File: src/pma_regs.vh
// Constants for the programmable macrocell array
`ifndef PMA_REGS_VH
`define PMA_REGS_VH
`define PMA_MASK_RESET    8'h00
`define PMA_STATE_RESET   8'h00
`define PMA_FF_D          2'h0
`define PMA_FF_T          2'h1
`define PMA_FF_JK         2'h2
`define PMA_FF_SR         2'h3
`define PMA_IN_PASS       2'h0
`define PMA_IN_LATCH      2'h1
`define PMA_IN_REG        2'h2
`define PMA_SEL_OUT_STATE 2'h0
`define PMA_SEL_MASK      2'h1
`define PMA_SEL_IN_READ   2'h2
`define PMA_NIB_LO        4
`define PMA_CELLS         8
`endif

File: src/pma_macrocell_array.v
// Output and input macrocells of the complex logic array
// Summary of operation
// RQ1: Three external chip selects come straight from product terms, using no output cell.
// RQ2: Group one drives Port A or B, group two drives Port B or C.
// RQ3: Summed terms pass XOR polarity, mux picks registered or combinational, feeds back.
// RQ4: Each output cell flip-flop acts as D, T, JK or SR type.
// RQ5: Output cell clock is a product term or the external cell clock.
// RQ6: Output cell flip-flop updates on rising edge of its selected clock.
// RQ7: Preset and clear are active high; clear is OR of up to two terms.
// RQ8: Term budgets: group one 3+6, group two cells 0-3 4+5, 4-7 4+6.
// RQ9: A consumed term serves one cell only; borrowing only from neighbours.
// RQ10: Equations needing more terms expand through extra cells, adding delay.
// RQ11: Host loads and reads all sixteen output cells; cell n is data bit n.
// RQ12: Host load overrides preset, clear and clock of the cell.
// RQ13: Edge loading on trailing write strobe edge, level loading while strobe active.
// RQ14: Each group has an 8-bit write mask, reset 00h, one blocks writes.
// RQ15: Pin output enable is one product term ORed with direction register.
// RQ16: Logic output with no enable equation is driven from power up.
// RQ17: Internal node cell releases its pin but still feeds the array.
// RQ18: 24 input cells, one per pin, as latch, register or pass-through.
// RQ19: Input cell enable or clock is a product term or address strobe.
// RQ20: One control term per nibble, each serving four input cells.
// RQ21: Host reads input cell outputs through a dedicated read buffer.
// RQ22: Input cells can capture address bits above A15 with the address strobe.
// RQ23: Register-mode input cells capture on rising edge of their selected clock.
`include "pma_regs.vh"
module pma_macrocell_array (
  input  wire        REF_CLK_IN,
  input  wire        SRST_IN,
  input  wire [63:0] SUM_TERMS_IN,
  input  wire [31:0] J_K_TERMS_IN,
  input  wire [15:0] CLK_TERMS_IN,
  input  wire [15:0] PRESET_TERMS_IN,
  input  wire [31:0] CLEAR_TERMS_IN,
  input  wire [15:0] OE_TERMS_IN,
  input  wire [2:0]  CHIP_SEL_TERMS_IN,
  input  wire        EXTERNAL_CELL_CLOCK_IN,
  input  wire [31:0] CELL_FF_TYPE_IN,
  input  wire [15:0] CELL_XOR_INV_IN,
  input  wire [15:0] CELL_REGISTERED_IN,
  input  wire [15:0] CELL_CLK_EXT_IN,
  input  wire [15:0] CELL_PORT_HIGH_IN,
  input  wire [15:0] CELL_INTERNAL_NODE_IN,
  input  wire [15:0] CELL_OE_EQN_DEF_IN,
  input  wire [23:0] PORT_DIR_IN,
  input  wire        LOAD_LEVEL_MODE_IN,
  input  wire [23:0] PORT_PINS_IN,
  input  wire [47:0] IN_CELL_MODE_IN,
  input  wire [5:0]  IN_CELL_CTRL_TERMS_IN,
  input  wire [5:0]  IN_CELL_USE_STROBE_IN,
  input  wire        ADDRESS_LATCH_STROBE_IN,
  input  wire        HOST_SEL_IN,
  input  wire [1:0]  HOST_REG_SEL_IN,
  input  wire        HOST_GROUP_IN,
  input  wire [1:0]  HOST_IN_PORT_IN,
  input  wire        HOST_WR_IN,
  input  wire        HOST_RD_IN,
  input  wire [7:0]  HOST_DATA_IN,
  output reg  [7:0]  HOST_DATA_OUT,
  output wire        HOST_DATA_OE_OUT,
  output wire [23:0] PORT_PINS_OUT,
  output wire [23:0] PORT_PINS_OE_OUT,
  output wire [15:0] CELL_FEEDBACK_OUT,
  output wire [23:0] INPUT_BUS_OUT,
  output wire [2:0]  CHIP_SELECT_OUT
);

  // Cell index i: 0-7 group one, 8-15 group two; bit n of a group is data bit n
  reg  [15:0] cell_ff;
  reg  [15:0] prev_clk_ff;
  reg  [7:0]  mask_one_ff;
  reg  [7:0]  mask_two_ff;
  reg         wr_prev_ff;
  reg  [7:0]  wr_data_ff;
  reg         wr_group_ff;
  reg         wr_cell_ff;
  reg  [23:0] in_cell_ff;
  reg  [5:0]  in_prev_ctrl_ff;
  reg  [15:0] nxt_cell;
  wire [15:0] sum_xor;
  wire [15:0] cell_clk;
  wire [15:0] clk_rise;
  wire [15:0] cell_result;
  wire [15:0] host_load;
  wire [15:0] host_val;
  wire [5:0]  in_ctrl;
  reg  [23:0] in_cell_out;
  wire        wr_cell;
  wire        wr_trail;
  integer     k;
  integer     n;
  integer     m;
  wire [15:0] lvl_load;
  wire [15:0] edge_load;
  wire [23:0] in_en;
  wire [7:0]  in_read_byte;

  // Next state of one flip-flop for its configured type
  function ff_next;
    input [1:0] ff_type;
    input       q;
    input       d;
    input       jk_k;
    begin
      case (ff_type)
        `PMA_FF_D:  ff_next = d;
        `PMA_FF_T:  ff_next = q ^ d;
        `PMA_FF_JK: ff_next = (d & ~q) | (~jk_k & q);
        `PMA_FF_SR: ff_next = d | (~jk_k & q);
        default:    ff_next = q;
      endcase
    end
  endfunction

  // Selects the controlling nibble of an input cell
  function [2:0] nib_idx;
    input integer bit_n;
    integer       quot;
    begin
      quot    = bit_n / `PMA_NIB_LO;
      nib_idx = quot[2:0];
    end
  endfunction

  // Group of an output cell: 0 for cells 0-7, 1 for cells 8-15
  function cell_group;
    input integer cell_n;
    begin
      cell_group = (cell_n >= `PMA_CELLS);
    end
  endfunction

  // Write-block bit of one output cell, taken from its group's mask
  function mask_bit;
    input integer cell_n;
    input [7:0]   mask_lo;
    input [7:0]   mask_hi;
    integer       pos;
    begin
      pos = cell_n % `PMA_CELLS;
      if (cell_group(cell_n)) begin
        mask_bit = mask_hi[pos];
      end else begin
        mask_bit = mask_lo[pos];
      end
    end
  endfunction

  // Input cell byte of one port; a port code beyond C reads zero
  function [7:0] port_byte;
    input [1:0]  port_sel;
    input [23:0] bus;
    begin
      case (port_sel)
        2'h0:    port_byte = bus[7:0];
        2'h1:    port_byte = bus[15:8];
        2'h2:    port_byte = bus[23:16];
        default: port_byte = 8'h00;
      endcase
    end
  endfunction

  // Chip selects are pure product terms, no output cell involved
  assign CHIP_SELECT_OUT = CHIP_SEL_TERMS_IN; // [RQ1]

  assign wr_cell  = HOST_SEL_IN & (HOST_REG_SEL_IN == `PMA_SEL_OUT_STATE);
  assign wr_trail = wr_prev_ff & ~HOST_WR_IN; // [RQ13]

  genvar g;
  generate
    for (g = 0; g < 16; g = g + 1) begin : g_out
      // Term budgets and borrowing are resolved when terms are placed; the cell sees the summed result
      assign sum_xor[g] = (|SUM_TERMS_IN[g*4 +: 4]) ^ CELL_XOR_INV_IN[g]; // [RQ3] [RQ8] [RQ9] [RQ10]
      assign cell_clk[g] = CELL_CLK_EXT_IN[g] ? EXTERNAL_CELL_CLOCK_IN : CLK_TERMS_IN[g]; // [RQ5]
      // Clocks are sampled, so a clock pulse that spans no rising REF_CLK_IN edge is missed
      assign clk_rise[g] = cell_clk[g] & ~prev_clk_ff[g]; // [RQ6]
      assign cell_result[g] = CELL_REGISTERED_IN[g] ? cell_ff[g] : sum_xor[g]; // [RQ3]
      // Level loading tracks the bus on every cycle while the strobe is high
      assign lvl_load[g]  = HOST_WR_IN & wr_cell & (HOST_GROUP_IN == cell_group(g)); // [RQ13]
      assign edge_load[g] = wr_trail & wr_cell_ff & (wr_group_ff == cell_group(g)); // [RQ13]
      // A set mask bit silently drops the load for its cell
      assign host_load[g] = (LOAD_LEVEL_MODE_IN ? lvl_load[g] : edge_load[g])
                            & ~mask_bit(g, mask_one_ff, mask_two_ff); // [RQ13] [RQ14]
      assign host_val[g] = LOAD_LEVEL_MODE_IN ? HOST_DATA_IN[g % 8] : wr_data_ff[g % 8]; // [RQ11]
    end
  endgenerate

  // Host load beats preset, preset beats clear, clear beats the clock
  always @* begin
    for (k = 0; k < 16; k = k + 1) begin
      if (host_load[k]) begin
        nxt_cell[k] = host_val[k]; // [RQ12]
      end else if (PRESET_TERMS_IN[k]) begin
        nxt_cell[k] = 1'b1; // [RQ7]
      end else if (CLEAR_TERMS_IN[2*k] | CLEAR_TERMS_IN[2*k+1]) begin
        nxt_cell[k] = 1'b0; // [RQ7]
      end else if (clk_rise[k]) begin
        nxt_cell[k] = ff_next(CELL_FF_TYPE_IN[2*k +: 2], cell_ff[k], sum_xor[k], J_K_TERMS_IN[2*k]); // [RQ4]
      end else begin
        nxt_cell[k] = cell_ff[k];
      end
    end
  end

  // Output cell flip-flops and their clock edge detectors
  always @(posedge REF_CLK_IN) begin
    if (SRST_IN) begin
      cell_ff     <= {2{`PMA_STATE_RESET}};
      prev_clk_ff <= 16'h0000;
    end else begin
      cell_ff     <= nxt_cell;
      prev_clk_ff <= cell_clk;
    end
  end

  // Edge loading captures data, group and target on each cycle the strobe is high,
  // so the bus may change as the strobe ends without tearing the load
  always @(posedge REF_CLK_IN) begin
    if (SRST_IN) begin
      wr_prev_ff  <= 1'b0;
      wr_data_ff  <= 8'h00;
      wr_group_ff <= 1'b0;
      wr_cell_ff  <= 1'b0;
    end else begin
      wr_prev_ff <= HOST_WR_IN;
      if (HOST_WR_IN) begin
        wr_data_ff  <= HOST_DATA_IN;
        wr_group_ff <= HOST_GROUP_IN;
        wr_cell_ff  <= wr_cell;
      end
    end
  end

  // Write-block masks, one per group
  always @(posedge REF_CLK_IN) begin
    if (SRST_IN) begin
      mask_one_ff <= `PMA_MASK_RESET; // [RQ14]
      mask_two_ff <= `PMA_MASK_RESET;
    end else if (HOST_WR_IN & HOST_SEL_IN & (HOST_REG_SEL_IN == `PMA_SEL_MASK)) begin
      if (HOST_GROUP_IN) begin
        mask_two_ff <= HOST_DATA_IN;
      end else begin
        mask_one_ff <= HOST_DATA_IN;
      end
    end
  end

  // Pins: A = 0-7, B = 8-15, C = 16-23
  generate
    for (g = 0; g < 8; g = g + 1) begin : g_pin
      wire a_on = ~CELL_INTERNAL_NODE_IN[g] & ~CELL_PORT_HIGH_IN[g];
      wire b1   = ~CELL_INTERNAL_NODE_IN[g] & CELL_PORT_HIGH_IN[g];
      wire b2   = ~CELL_INTERNAL_NODE_IN[g+8] & ~CELL_PORT_HIGH_IN[g+8];
      wire c_on = ~CELL_INTERNAL_NODE_IN[g+8] & CELL_PORT_HIGH_IN[g+8];
      wire oe1  = ~CELL_OE_EQN_DEF_IN[g] | OE_TERMS_IN[g]; // [RQ16]
      wire oe2  = ~CELL_OE_EQN_DEF_IN[g+8] | OE_TERMS_IN[g+8];
      // Internal-node cells leave their pin to other I/O functions
      assign PORT_PINS_OUT[g]       = a_on & cell_result[g]; // [RQ2] [RQ17]
      assign PORT_PINS_OE_OUT[g]    = (a_on & oe1) | PORT_DIR_IN[g]; // [RQ15]
      assign PORT_PINS_OUT[g+8]     = (b1 & cell_result[g]) | (b2 & cell_result[g+8]); // [RQ2]
      assign PORT_PINS_OE_OUT[g+8]  = (b1 & oe1) | (b2 & oe2) | PORT_DIR_IN[g+8]; // [RQ15]
      assign PORT_PINS_OUT[g+16]    = c_on & cell_result[g+8]; // [RQ2]
      assign PORT_PINS_OE_OUT[g+16] = (c_on & oe2) | PORT_DIR_IN[g+16]; // [RQ15]
    end
  endgenerate

  assign CELL_FEEDBACK_OUT = cell_result; // [RQ3] [RQ17]

  // Input cells: one control per nibble, term or address strobe
  generate
    for (g = 0; g < 6; g = g + 1) begin : g_ctrl
      assign in_ctrl[g] = IN_CELL_USE_STROBE_IN[g] ? ADDRESS_LATCH_STROBE_IN : IN_CELL_CTRL_TERMS_IN[g]; // [RQ19] [RQ20]
    end
    for (g = 0; g < 24; g = g + 1) begin : g_in
      assign in_en[g] = in_ctrl[nib_idx(g)]; // [RQ20]
    end
  endgenerate

  // Latch mode follows the pin while enabled; register mode captures on the rising enable
  always @(posedge REF_CLK_IN) begin
    if (SRST_IN) begin
      in_cell_ff      <= 24'h000000;
      in_prev_ctrl_ff <= 6'h00;
    end else begin
      in_prev_ctrl_ff <= in_ctrl;
      for (n = 0; n < 24; n = n + 1) begin
        if (IN_CELL_MODE_IN[2*n +: 2] == `PMA_IN_LATCH && in_en[n]) begin
          in_cell_ff[n] <= PORT_PINS_IN[n]; // [RQ18] [RQ22]
        end else if (IN_CELL_MODE_IN[2*n +: 2] == `PMA_IN_REG && in_en[n] && !in_prev_ctrl_ff[nib_idx(n)]) begin
          in_cell_ff[n] <= PORT_PINS_IN[n]; // [RQ23] [RQ22]
        end
      end
    end
  end

  // An open latch is transparent, so the bus sees the pin in the same cycle
  always @* begin
    for (m = 0; m < 24; m = m + 1) begin
      if (IN_CELL_MODE_IN[2*m +: 2] == `PMA_IN_PASS) begin
        in_cell_out[m] = PORT_PINS_IN[m]; // [RQ18]
      end else if (IN_CELL_MODE_IN[2*m +: 2] == `PMA_IN_LATCH && in_en[m]) begin
        in_cell_out[m] = PORT_PINS_IN[m]; // [RQ18]
      end else begin
        in_cell_out[m] = in_cell_ff[m];
      end
    end
  end

  assign INPUT_BUS_OUT = in_cell_out;

  // Host read data, registered
  assign HOST_DATA_OE_OUT = HOST_SEL_IN & HOST_RD_IN;
  assign in_read_byte     = port_byte(HOST_IN_PORT_IN, in_cell_out); // [RQ21]
  always @(posedge REF_CLK_IN) begin
    if (SRST_IN) begin
      HOST_DATA_OUT <= 8'h00;
    end else if (HOST_SEL_IN & HOST_RD_IN) begin
      case (HOST_REG_SEL_IN)
        `PMA_SEL_OUT_STATE: HOST_DATA_OUT <= HOST_GROUP_IN ? cell_ff[15:8] : cell_ff[7:0]; // [RQ11]
        `PMA_SEL_MASK:      HOST_DATA_OUT <= HOST_GROUP_IN ? mask_two_ff : mask_one_ff;
        `PMA_SEL_IN_READ:   HOST_DATA_OUT <= in_read_byte; // [RQ21]
        default:            HOST_DATA_OUT <= 8'h00;
      endcase
    end
  end

endmodule // pma_macrocell_array

File: config.mk
export PLATFORM = sky130hd
export DESIGN_NAME = pma_macrocell_array
export DESIGN_NICKNAME = d
export VERILOG_FILES = /design/src/pma_macrocell_array.v
export VERILOG_INCLUDE_DIRS = /design/src
export SDC_FILE = /design/constraint.sdc
export NUM_CORES = 1
export LEC_CHECK = 0
export BUFFER_PORTS_ARGS = -buffer_cell sky130_fd_sc_hd__buf_2
export CAP_MARGIN = 40
export CORE_AREA = 2 2 209 211
export DETAILED_ROUTE_END_ITERATION = 6
export DIE_AREA = 0 0 211 213
export PLACE_DENSITY = 0.5
export SETUP_SLACK_MARGIN = 0.15
export SLEW_MARGIN = 15
export SYNTH_ARGS = -nofsm -noshare
export SYNTH_HDL_FRONTEND = slang
export SYNTH_SLANG_ARGS = --single-unit
File: constraint.sdc
create_clock -name REF_CLK_IN -period 2.1 [get_ports REF_CLK_IN]
set_clock_uncertainty 0.1 [all_clocks]
set_input_delay 0.42 -clock REF_CLK_IN [delete_from_list [all_inputs] [get_ports REF_CLK_IN]]
set_output_delay 0.42 -clock REF_CLK_IN [all_outputs]
set_load 0.005 [all_outputs]
==> impl_metrics.toml, run 1 <==
[timing]
finalSetupTns_ps = -283
timing.hold.ws_ps = 194
maxSlewViolCount = 0
relSlewSlack_pct = 60.1
fin_ws_ps = -84.0
fin_crit_ps = 2180
period_share_pct = 104
max_freq_mhz = 458
setup_violations = 6
rsz0062_at_grt = "yes"
tightest_slew_ps = 598
hold_viol = 0

[logic_synthesis]
synth_edf_count = 0
synthArstFlopShare_pct = 0
synth_ff_type = "dfxtp_1"
postSynthAreaPerCell_um2 = 7.94
yosys.area_share.simple_pct = 27.0
synthAdderAreaFrac_pct = 2.68
yosys_warnings = 0
seq_area_frac_synth_pct = 26.0
synth_mux_area_share_pct = 18.5
synthesis.nets = 1391
synth_area_um2 = 7460
synth_top_family_by_area = "simple AND/OR/NAND/NOR gates"
synth_cell_types = 55
synth_xor_area_share_pct = 1.88
yosysTopAreaCell = "dfxtp_1"
syn_inst = 939
synth_compound_area_share_pct = 18.7
synth-seq-cells = 97
synth_top_area_share_pct = 26.0
netlist_top_cells_area = "dfxtp_1, mux2i_1, nor2_1, nor2b_1, mux2_2"

[final_layout]
fillerInstances = 4551
final_core_util_pct = 31.0
finalInstanceArea_um2 = 13300
ff_latch_area_um2 = 1940
area_growth_pct = 77.7
multi_input_area_um2 = 6250
layout_common_cells = "buf_2, nor2_1, dfxtp_1, buf_4, mux2i_1"
layout_commonest_cell = "buf_2"
stdcell_count = 2094
fin_nets = 1995
drive_gt1_share_pct = 54.6

[placed_design]
dpl.hpwl_mm = 29.1
placed_area_um2 = 11400
dp_cells = 2030
place_congestion = 0.947
post-place-ws_ps = -238
portBuffers = 513

[pwr]
p_per_area_nw_per_um2 = 457
power_frac_comb_pct = 37.0
p_sw_mw = 1.93
power.share.sequential_pct = 33.3
clockPowerShare_pct = 29.7
leakagePower_nw = 6.21
ir_drop_mv = 0.346
internal-power_mw = 4.12
finalPower_mw = 6.06
power.share.switching_pct = 31.9

[detailed_routing]
postRouteAntennaNets = 0
drt_wl_total_mm = 35.5
wl_per_cell_um = 16.9
drtIter0Drc = 283
vias = 9282
first_pass_iters = 4
drc_errors = 0
drt-vias-per-instance = 4.43

[die]
die_w_um = 211
core-area_um2 = 42700
fp.dieH_um = 213
initial_core_util_pct = 17.5
num_rows = 76
ioPinCount = 536
die-area_um2 = 44900

[clock_network]
path_clk_slew_ps = 70
htree_num_levels = 3
cts_sinks = 97
cts_hold_buf = 0
cts_tree = "built"
clk_path_buf_depth = 2
cts_buffers = 9
worst_skew_pair.late_latency_ps = 380
cts_root_buf = "clkbuf_16"

[critical_path]
arrival_ps = 1660
max_stage_delay_ps = 260
cp-start-kind = "input port"
required_ps = 1580
critical_path_class = "input port to output port"
crit_path_end_kind = "output port"
cp_cell_sequence = "buf_6 > nor4_4 > xor2_1 > buf_4 > buf_6 > nor2_2 > a21oi_2 > buf_4 > nor2_1 > buf_2"
critPathSlowestCell = "nor4_4"
critical_path.max_fanout = 2

[global_route]
grt_max_degree = 47
grtUsageTotal_pct = 14.9
grt_pass1_vias = 9336
grt_pass1_wl_mm = 50.8
overflow = 0
antenna_found_initial = 2

[run]
cap_violations = 0

[outcome]
status = "finished, violations left"
violations = "setup timing"

[min_path]
holdCritPathClass = "input port to flop"
## synth_stat cells (13+ instances only)
| library cell | instances |
|---|---|
| ha_1 | 16 |
| nor4_1 | 18 |
| o31ai_1 | 14 |
| nor2_1 | 166 |
| o221ai_1 | 14 |
| a221oi_1 | 15 |
| nand2_1 | 39 |
| clkbuf_1 | 13 |
| dfxtp_1 | 97 |
| mux2_2 | 26 |
| xor2_1 | 16 |
| a21oi_1 | 52 |
| inv_1 | 69 |
| o21ai_0 | 45 |
| mux2i_1 | 74 |
| nand2b_1 | 32 |
| nor3_1 | 20 |
| nor2b_1 | 70 |
| nor4b_1 | 13 |
| nor3b_1 | 27 |
## timing repair
action	in CTS	in global routing
gates resized for setup	129	132
pin swaps	67	95
setup buffers	28	20
endpoints found under the setup margin	64	78
## cells by family (layout without fill, tap and decap cells)
kind of cell	Yosys count	in the layout
compound gates	203	203
fa+ha+maj	16	16
simple gates	395	395
mux	117	117
other cells	0	1
xor+xnor	16	16
buf+inv	95	703
flops	97	97
## routing by layer
metal | GRT usage, % | routed length, um | vias to the layer above
met4 | 5.95 | 1020 | 2
met2 | 26.9 | 17900 | 350
li1 | - | - | 4581
met5 | 0 | 13 | -
met3 | 3.28 | 2060 | 41
met1 | 17.1 | 14500 | 4308
## worst paths after layout
| kind | depth (start not counted) | to | startpoint | slack, ps |
|---|---|---|---|---|
| hold reg to reg | 2 | in_cell_ff[6] | in_cell_ff[6] | 400 |
| setup / recovery | 10 | PORT_PINS_OUT[19] | SUM_TERMS_IN[44] | -80 |
| hold / removal | 3 | in_cell_ff[21] | PORT_PINS_IN[21] | 190 |
| setup reg to reg | 3 | HOST_DATA_OUT[3] | cell_ff[11] | 340 |
## power groups by stage
| stage | registers [mW] | clock network [mW] | logic [mW] |
|---|---|---|---|
| after floorplan | 2.03 | 0 | 0.828 |
| after global placement | 2.05 | 0 | 1.77 |
| after detailed placement | 2.05 | 0 | 1.80 |
| after CTS | 2.01 | 1.90 | 2.02 |
| after global routing | 2.03 | 1.95 | 2.45 |
| final | 2.02 | 1.80 | 2.24 |
## registers in the layout (all words and copies together) (netlist names), 6 cells and up
name	cells
in_prev_ctrl_ff	6
mask_one_ff	8
mask_two_ff	8
HOST_DATA_OUT	8
cell_ff	16
wr_data_ff	8
in_cell_ff	24
prev_clk_ff	16
## cell type report
cell class | instances | share of cell area, %
well taps | 546 | 5.15
multi-input cells | 747 | 47.2
clock inverters | 4 | 0.387
repair buffers | 618 | 28.6
inverters | 70 | 2.11
flip-flops and latches | 97 | 14.6
clock buffers | 11 | 1.91
diodes | 1 | 0.0189
## worst max-delay path, delay by kind of cell
kind                   cells  cell delay, ps
buffers and inverters      5             610
AND/OR/NAND/NOR            3             330
XOR/XNOR                   1             160
AO/OA/AOI/OAI              1             130
(Power assumes the default switching activity.)
==> run 2: changes to the inputs <==
CELL_PAD_IN_SITES_DETAIL_PLACEMENT = 1   (was default)
CELL_PAD_IN_SITES_GLOBAL_PLACEMENT = 1   (was default)
CORE_AREA = 2 2 210 212   (was 2 2 209 211)
DIE_AREA = 0 0 212 214   (was 0 0 211 213)
PLACE_DENSITY = 0.65   (was 0.5)
==> run 2 against run 1 <==
The run still ends with setup timing left. Setup slack got worse by 72 ps. Critical endpoint is now PORT_PINS_OUT[14]. Hold slack gained 19 ps. Final cell count up 2.2%. Sequential cell count did not move.
==> impl_metrics.toml, run 2 (synthesis gave the netlist of run 1 again) <==
[timing]
setup_violations = 6
relSlewSlack_pct = 58.6
fin_crit_ps = 2260
fin_ws_ps = -156
hold_viol = 0
max_freq_mhz = 443
finalSetupTns_ps = -508
rsz0062_at_grt = "yes"
maxSlewViolCount = 0
period_share_pct = 107
tightest_slew_ps = 620

[detailed_routing]
postRouteAntennaNets = 0
drt_wl_total_mm = 38.9
drt-vias-per-instance = 4.43
wl_per_cell_um = 18.1
first_pass_iters = 4
drc_errors = 0
vias = 9474
drtIter0Drc = 241

[final_layout]
layout_common_cells = "buf_2, nor2_1, buf_4, dfxtp_1, mux2i_1"
stdcell_count = 2141
area_growth_pct = 82.8
fin_nets = 2000
drive_gt1_share_pct = 56.2
reg_top3 = "in_cell_ff x24, cell_ff x16, prev_clk_ff x16"
largest_register_ff_count = 24
final_core_util_pct = 31.8
regMostFlops = "in_cell_ff"
layout_commonest_cell = "buf_2"

[clock_network]
clk_path_buf_depth = 2
worst_skew_pair.late_latency_ps = 360
cts_hold_buf = 0
path_clk_slew_ps = 80
cts_root_buf = "clkbuf_16"
htree_num_levels = 3
cts_buffers = 9
cts_tree = "built"
cts_sinks = 97

[die]
initial_core_util_pct = 17.4
num_rows = 76
die_w_um = 212
fp.dieH_um = 214
ioPinCount = 536
die-area_um2 = 45400
core-area_um2 = 42900

[placed_design]
portBuffers = 513
dp_cells = 2071
place_congestion = 0.888
post-place-ws_ps = -246
dpl.hpwl_mm = 31.6

[critical_path]
cp-start-kind = "input port"
r2r_cells = 5
r2r-end = "cell_ff[2]"
critical_path_class = "input port to output port"
timing.rr.start = "cell_ff[2]"
arrival_ps = 1740
required_ps = 1580
crit_path_end_kind = "output port"
reg2reg_slack_ps = 300
critical_path.max_fanout = 2

[global_route]
grtUsageTotal_pct = 16.0
overflow = 0
grt_pass1_vias = 10100
antenna_found_initial = 7
grt_pass1_wl_mm = 55.8
grt_max_degree = 37

[pwr]
leakagePower_nw = 6.31
ir_drop_mv = 0.344
finalPower_mw = 6.25
p_per_area_nw_per_um2 = 459

[min_path]
hold_end = "in_cell_ff[19]"
holdPathStages = 3
hold_start = "PORT_PINS_IN[19]"
holdCritPathClass = "input port to flop"

[outcome]
violations = "setup timing"
status = "finished, violations left"

[run]
cap_violations = 0
run 2: layer usage:
layer / global-route usage (%) / routed length [um] / vias to the layer above
met5: 0 / 56 / -
met4: 4.34 / 847 / 8
met3: 3.53 / 2360 / 49
met2: 30.2 / 20600 / 330
met1: 17.7 / 15000 / 4500
li1: - / - / 4587
run 2: how the worst max path moves through the flow:
| stage | end | startpoint | slack, ps |
|---|---|---|---|
| after floorplan | cell_ff[1] | SUM_TERMS_IN[5] | 50 |
| after global placement | mask_one_ff[3] | HOST_REG_SEL_IN[1] | -200 |
| after detailed placement | cell_ff[7] | SUM_TERMS_IN[29] | -250 |
| after CTS | PORT_PINS_OUT[11] | SUM_TERMS_IN[46] | -40 |
| after global routing | PORT_PINS_OUT[14] | SUM_TERMS_IN[25] | -210 |
| final | PORT_PINS_OUT[14] | SUM_TERMS_IN[25] | -160 |
run 2: worst max-delay path, cell delays in order:
cell	delay (ps)
buf_6	90
nor4_4	280
xor2_1	240
buf_4	160
nor2_2	40
a21oi_2	140
o32ai_2	90
buf_4	150
buf_6	110
run 2: layout make-up:
cell class	instances	area [um2]
antenna	3	7.51
clock buffer	10	229
clock inverter	6	90.1
fill	5160	29300
inverter	70	283
multi-input combinational	747	6490
sequential	97	1940
tap	585	732
timing repair buffer	623	3860
run 2: report_power, final:
group	internal (mW)	switching, mW	total (mW)
sequential	1.94	0.0821	2.02
clock	1.05	0.817	1.87
combinational	1.26	1.11	2.37
run 2: what timing repair did:
item | CTS | global route
gates resized for setup | 153 | 150
setup endpoints to repair | 64 | 87
setup buffers | 34 | 17
pin swaps | 68 | 89
run 2: metrics by stage:
stage          hold WS [ps]  area (um2)
2_1_floorplan           352        7780
4_1_cts                 192       12800
5_1_grt                 208       13600
6_report                213       13600
3_5_place_dp            385       11500
3_3_place_gp            369       11500
==> run 3: changes to the inputs <==
BUFFER_PORTS_ARGS = default   (was -buffer_cell sky130_fd_sc_hd__buf_2)
CORE_AREA = 2 2 207 209   (was 2 2 210 212)
DIE_AREA = 0 0 209 211   (was 0 0 212 214)
DONT_BUFFER_PORTS = 1   (was default)
PLACE_DENSITY = 0.49   (was 0.65)
==> run 3 against run 2 <==
The run now ends clean. Global-route usage down 2.1 points. Combinational power down 53%. Clock power decreased by 12%. Wire length shrank 18%. Highest routed layer is now met4. Total power shrank 23%.
==> impl_metrics.toml, run 3 (synthesis gave the netlist of run 1 again) <==
[timing]
relSlewSlack_pct = 53.6
max_freq_mhz = 514
finalSetupTns_ps = 0
hold_viol = 0
fin_crit_ps = 1940
setup_violations = 0
maxSlewViolCount = 0
rsz0062_at_grt = "yes"
tightest_slew_ps = 693
period_share_pct = 92.6
fin_ws_ps = 155

[placed_design]
portBuffers = 0
dp_cells = 1488
place_congestion = 0.833
post-place-ws_ps = -40.4
dpl.hpwl_mm = 26.1

[detailed_routing]
drtIter0Drc = 215
drt_wl_total_mm = 32.0
vias = 7216
drc_errors = 0
wl_per_cell_um = 21.0
first_pass_iters = 4
drt-vias-per-instance = 4.74
postRouteAntennaNets = 0

[pwr]
power.share.switching_pct = 30.8
ir_drop_mv = 0.297
power_frac_comb_pct = 23.5
clockPowerShare_pct = 34.4
p_per_area_nw_per_um2 = 517
power.share.sequential_pct = 42.1
p_sw_mw = 1.48
leakagePower_nw = 3.54
internal-power_mw = 3.32

[clock_network]
cts_buffers = 9
cts_root_buf = "clkbuf_16"
worst_skew_pair.late_latency_ps = 380
path_clk_slew_ps = 70
htree_num_levels = 3
clk_path_buf_depth = 2
cts_sinks = 97
cts_tree = "built"

[run]
cap_violations = 0

[final_layout]
regMostFlops = "in_cell_ff"
multi_input_area_um2 = 5730
fillerInstances = 4900
fin_nets = 1425
drive_gt1_share_pct = 19.3
reg_top3 = "in_cell_ff x24, cell_ff x16, prev_clk_ff x16"
stdcell_count = 1522
layout_common_cells = "nor2_1, dfxtp_1, mux2i_1, nor2b_1, inv_1"
ff_latch_area_um2 = 1940
largest_register_ff_count = 24
area_growth_pct = 24.4
layout_commonest_cell = "nor2_1"

[outcome]
status = "complete, no violations"

[die]
initial_core_util_pct = 17.9
fp.dieH_um = 211
num_rows = 75
core-area_um2 = 41800
ioPinCount = 536
die-area_um2 = 44100
die_w_um = 209

[global_route]
grt_pass1_wl_mm = 45.6
grt_max_degree = 51
overflow = 0
antenna_found_initial = 5
grtUsageTotal_pct = 13.9
grt_pass1_vias = 7567

[critical_path]
critical_path.max_fanout = 3
critical_path_class = "input port to output port"
arrival_ps = 1420
required_ps = 1580
cp-start-kind = "input port"
crit_path_end_kind = "output port"

[min_path]
holdCritPathClass = "input port to flop"
==> run 3: timing repair <==
action / 4_1_cts / 5_1_grt
endpoints found under the setup margin: 17 / 35
endpoints found under the hold margin: 28 / 0
setup buffers: 1 / 9
gates resized for setup: 16 / 40
pin swaps: 3 / 30
gates cloned: 0 / 0
hold buffers: 2 / 0
==> run 3: power by group through the flow <==
stage          Sequential (mW)  Combinational [mW]  Clock (mW)
2_1_floorplan             2.03               0.828           0
3_3_place_gp              2.06                1.02           0
3_5_place_dp              2.06                1.04           0
4_1_cts                   2.02                1.09        1.77
5_1_grt                   2.04                1.26        1.83
6_report                  2.02                1.12        1.65
==> run 3: final cells by class <==
cell class | count | share of cell area (%)
Multi-Input combinational cell | 747 | 61.7
Sequential cell | 97 | 20.9
Tap cell | 539 | 7.27
Timing Repair Buffer | 48 | 4.21
Inverter | 70 | 2.83
Clock buffer | 10 | 2.47
Clock inverter | 6 | 0.472
Antenna cell | 5 | 0.135
==> run 3: metrics by stage <==
step           instance area, um2  util [%]  hold slack, ps  power (mW)
3_3_place_gp                 8600      20.6             371        3.08
4_1_cts                      8990      21.5            5.93        4.88
5_1_grt                      9280      22.2            24.2        5.12
2_1_floorplan                7780         -             352        2.86
6_report                     9280      22.2            54.9        4.79
3_5_place_dp                 8600      20.6             385        3.10
==> run 3: path summary, 6_finish.rpt <==
check	from	end	slack, ps	cells after the start
hold reg to reg	in_cell_ff[5]	in_cell_ff[5]	390	2
hold / removal	SRST_IN	wr_data_ff[0]	50	1
setup reg to reg	cell_ff[11]	HOST_DATA_OUT[3]	390	3
setup / recovery	SUM_TERMS_IN[33]	PORT_PINS_OUT[8]	160	6
==> run 3: critical path, stage by stage <==
cell and delay, ps:
nor4_4 270, xor2_1 130, buf_4 150, nor2_2 80, a21oi_2 60, o32ai_1 310
==> run 3: layer usage <==
metal,vias to the layer above,wire [um],track usage (%)
met5,-,0,0
li1,3445,-,-
met3,31,3060,5.96
met4,0,651,4.19
met2,286,16300,25.2
met1,3454,12000,14.6
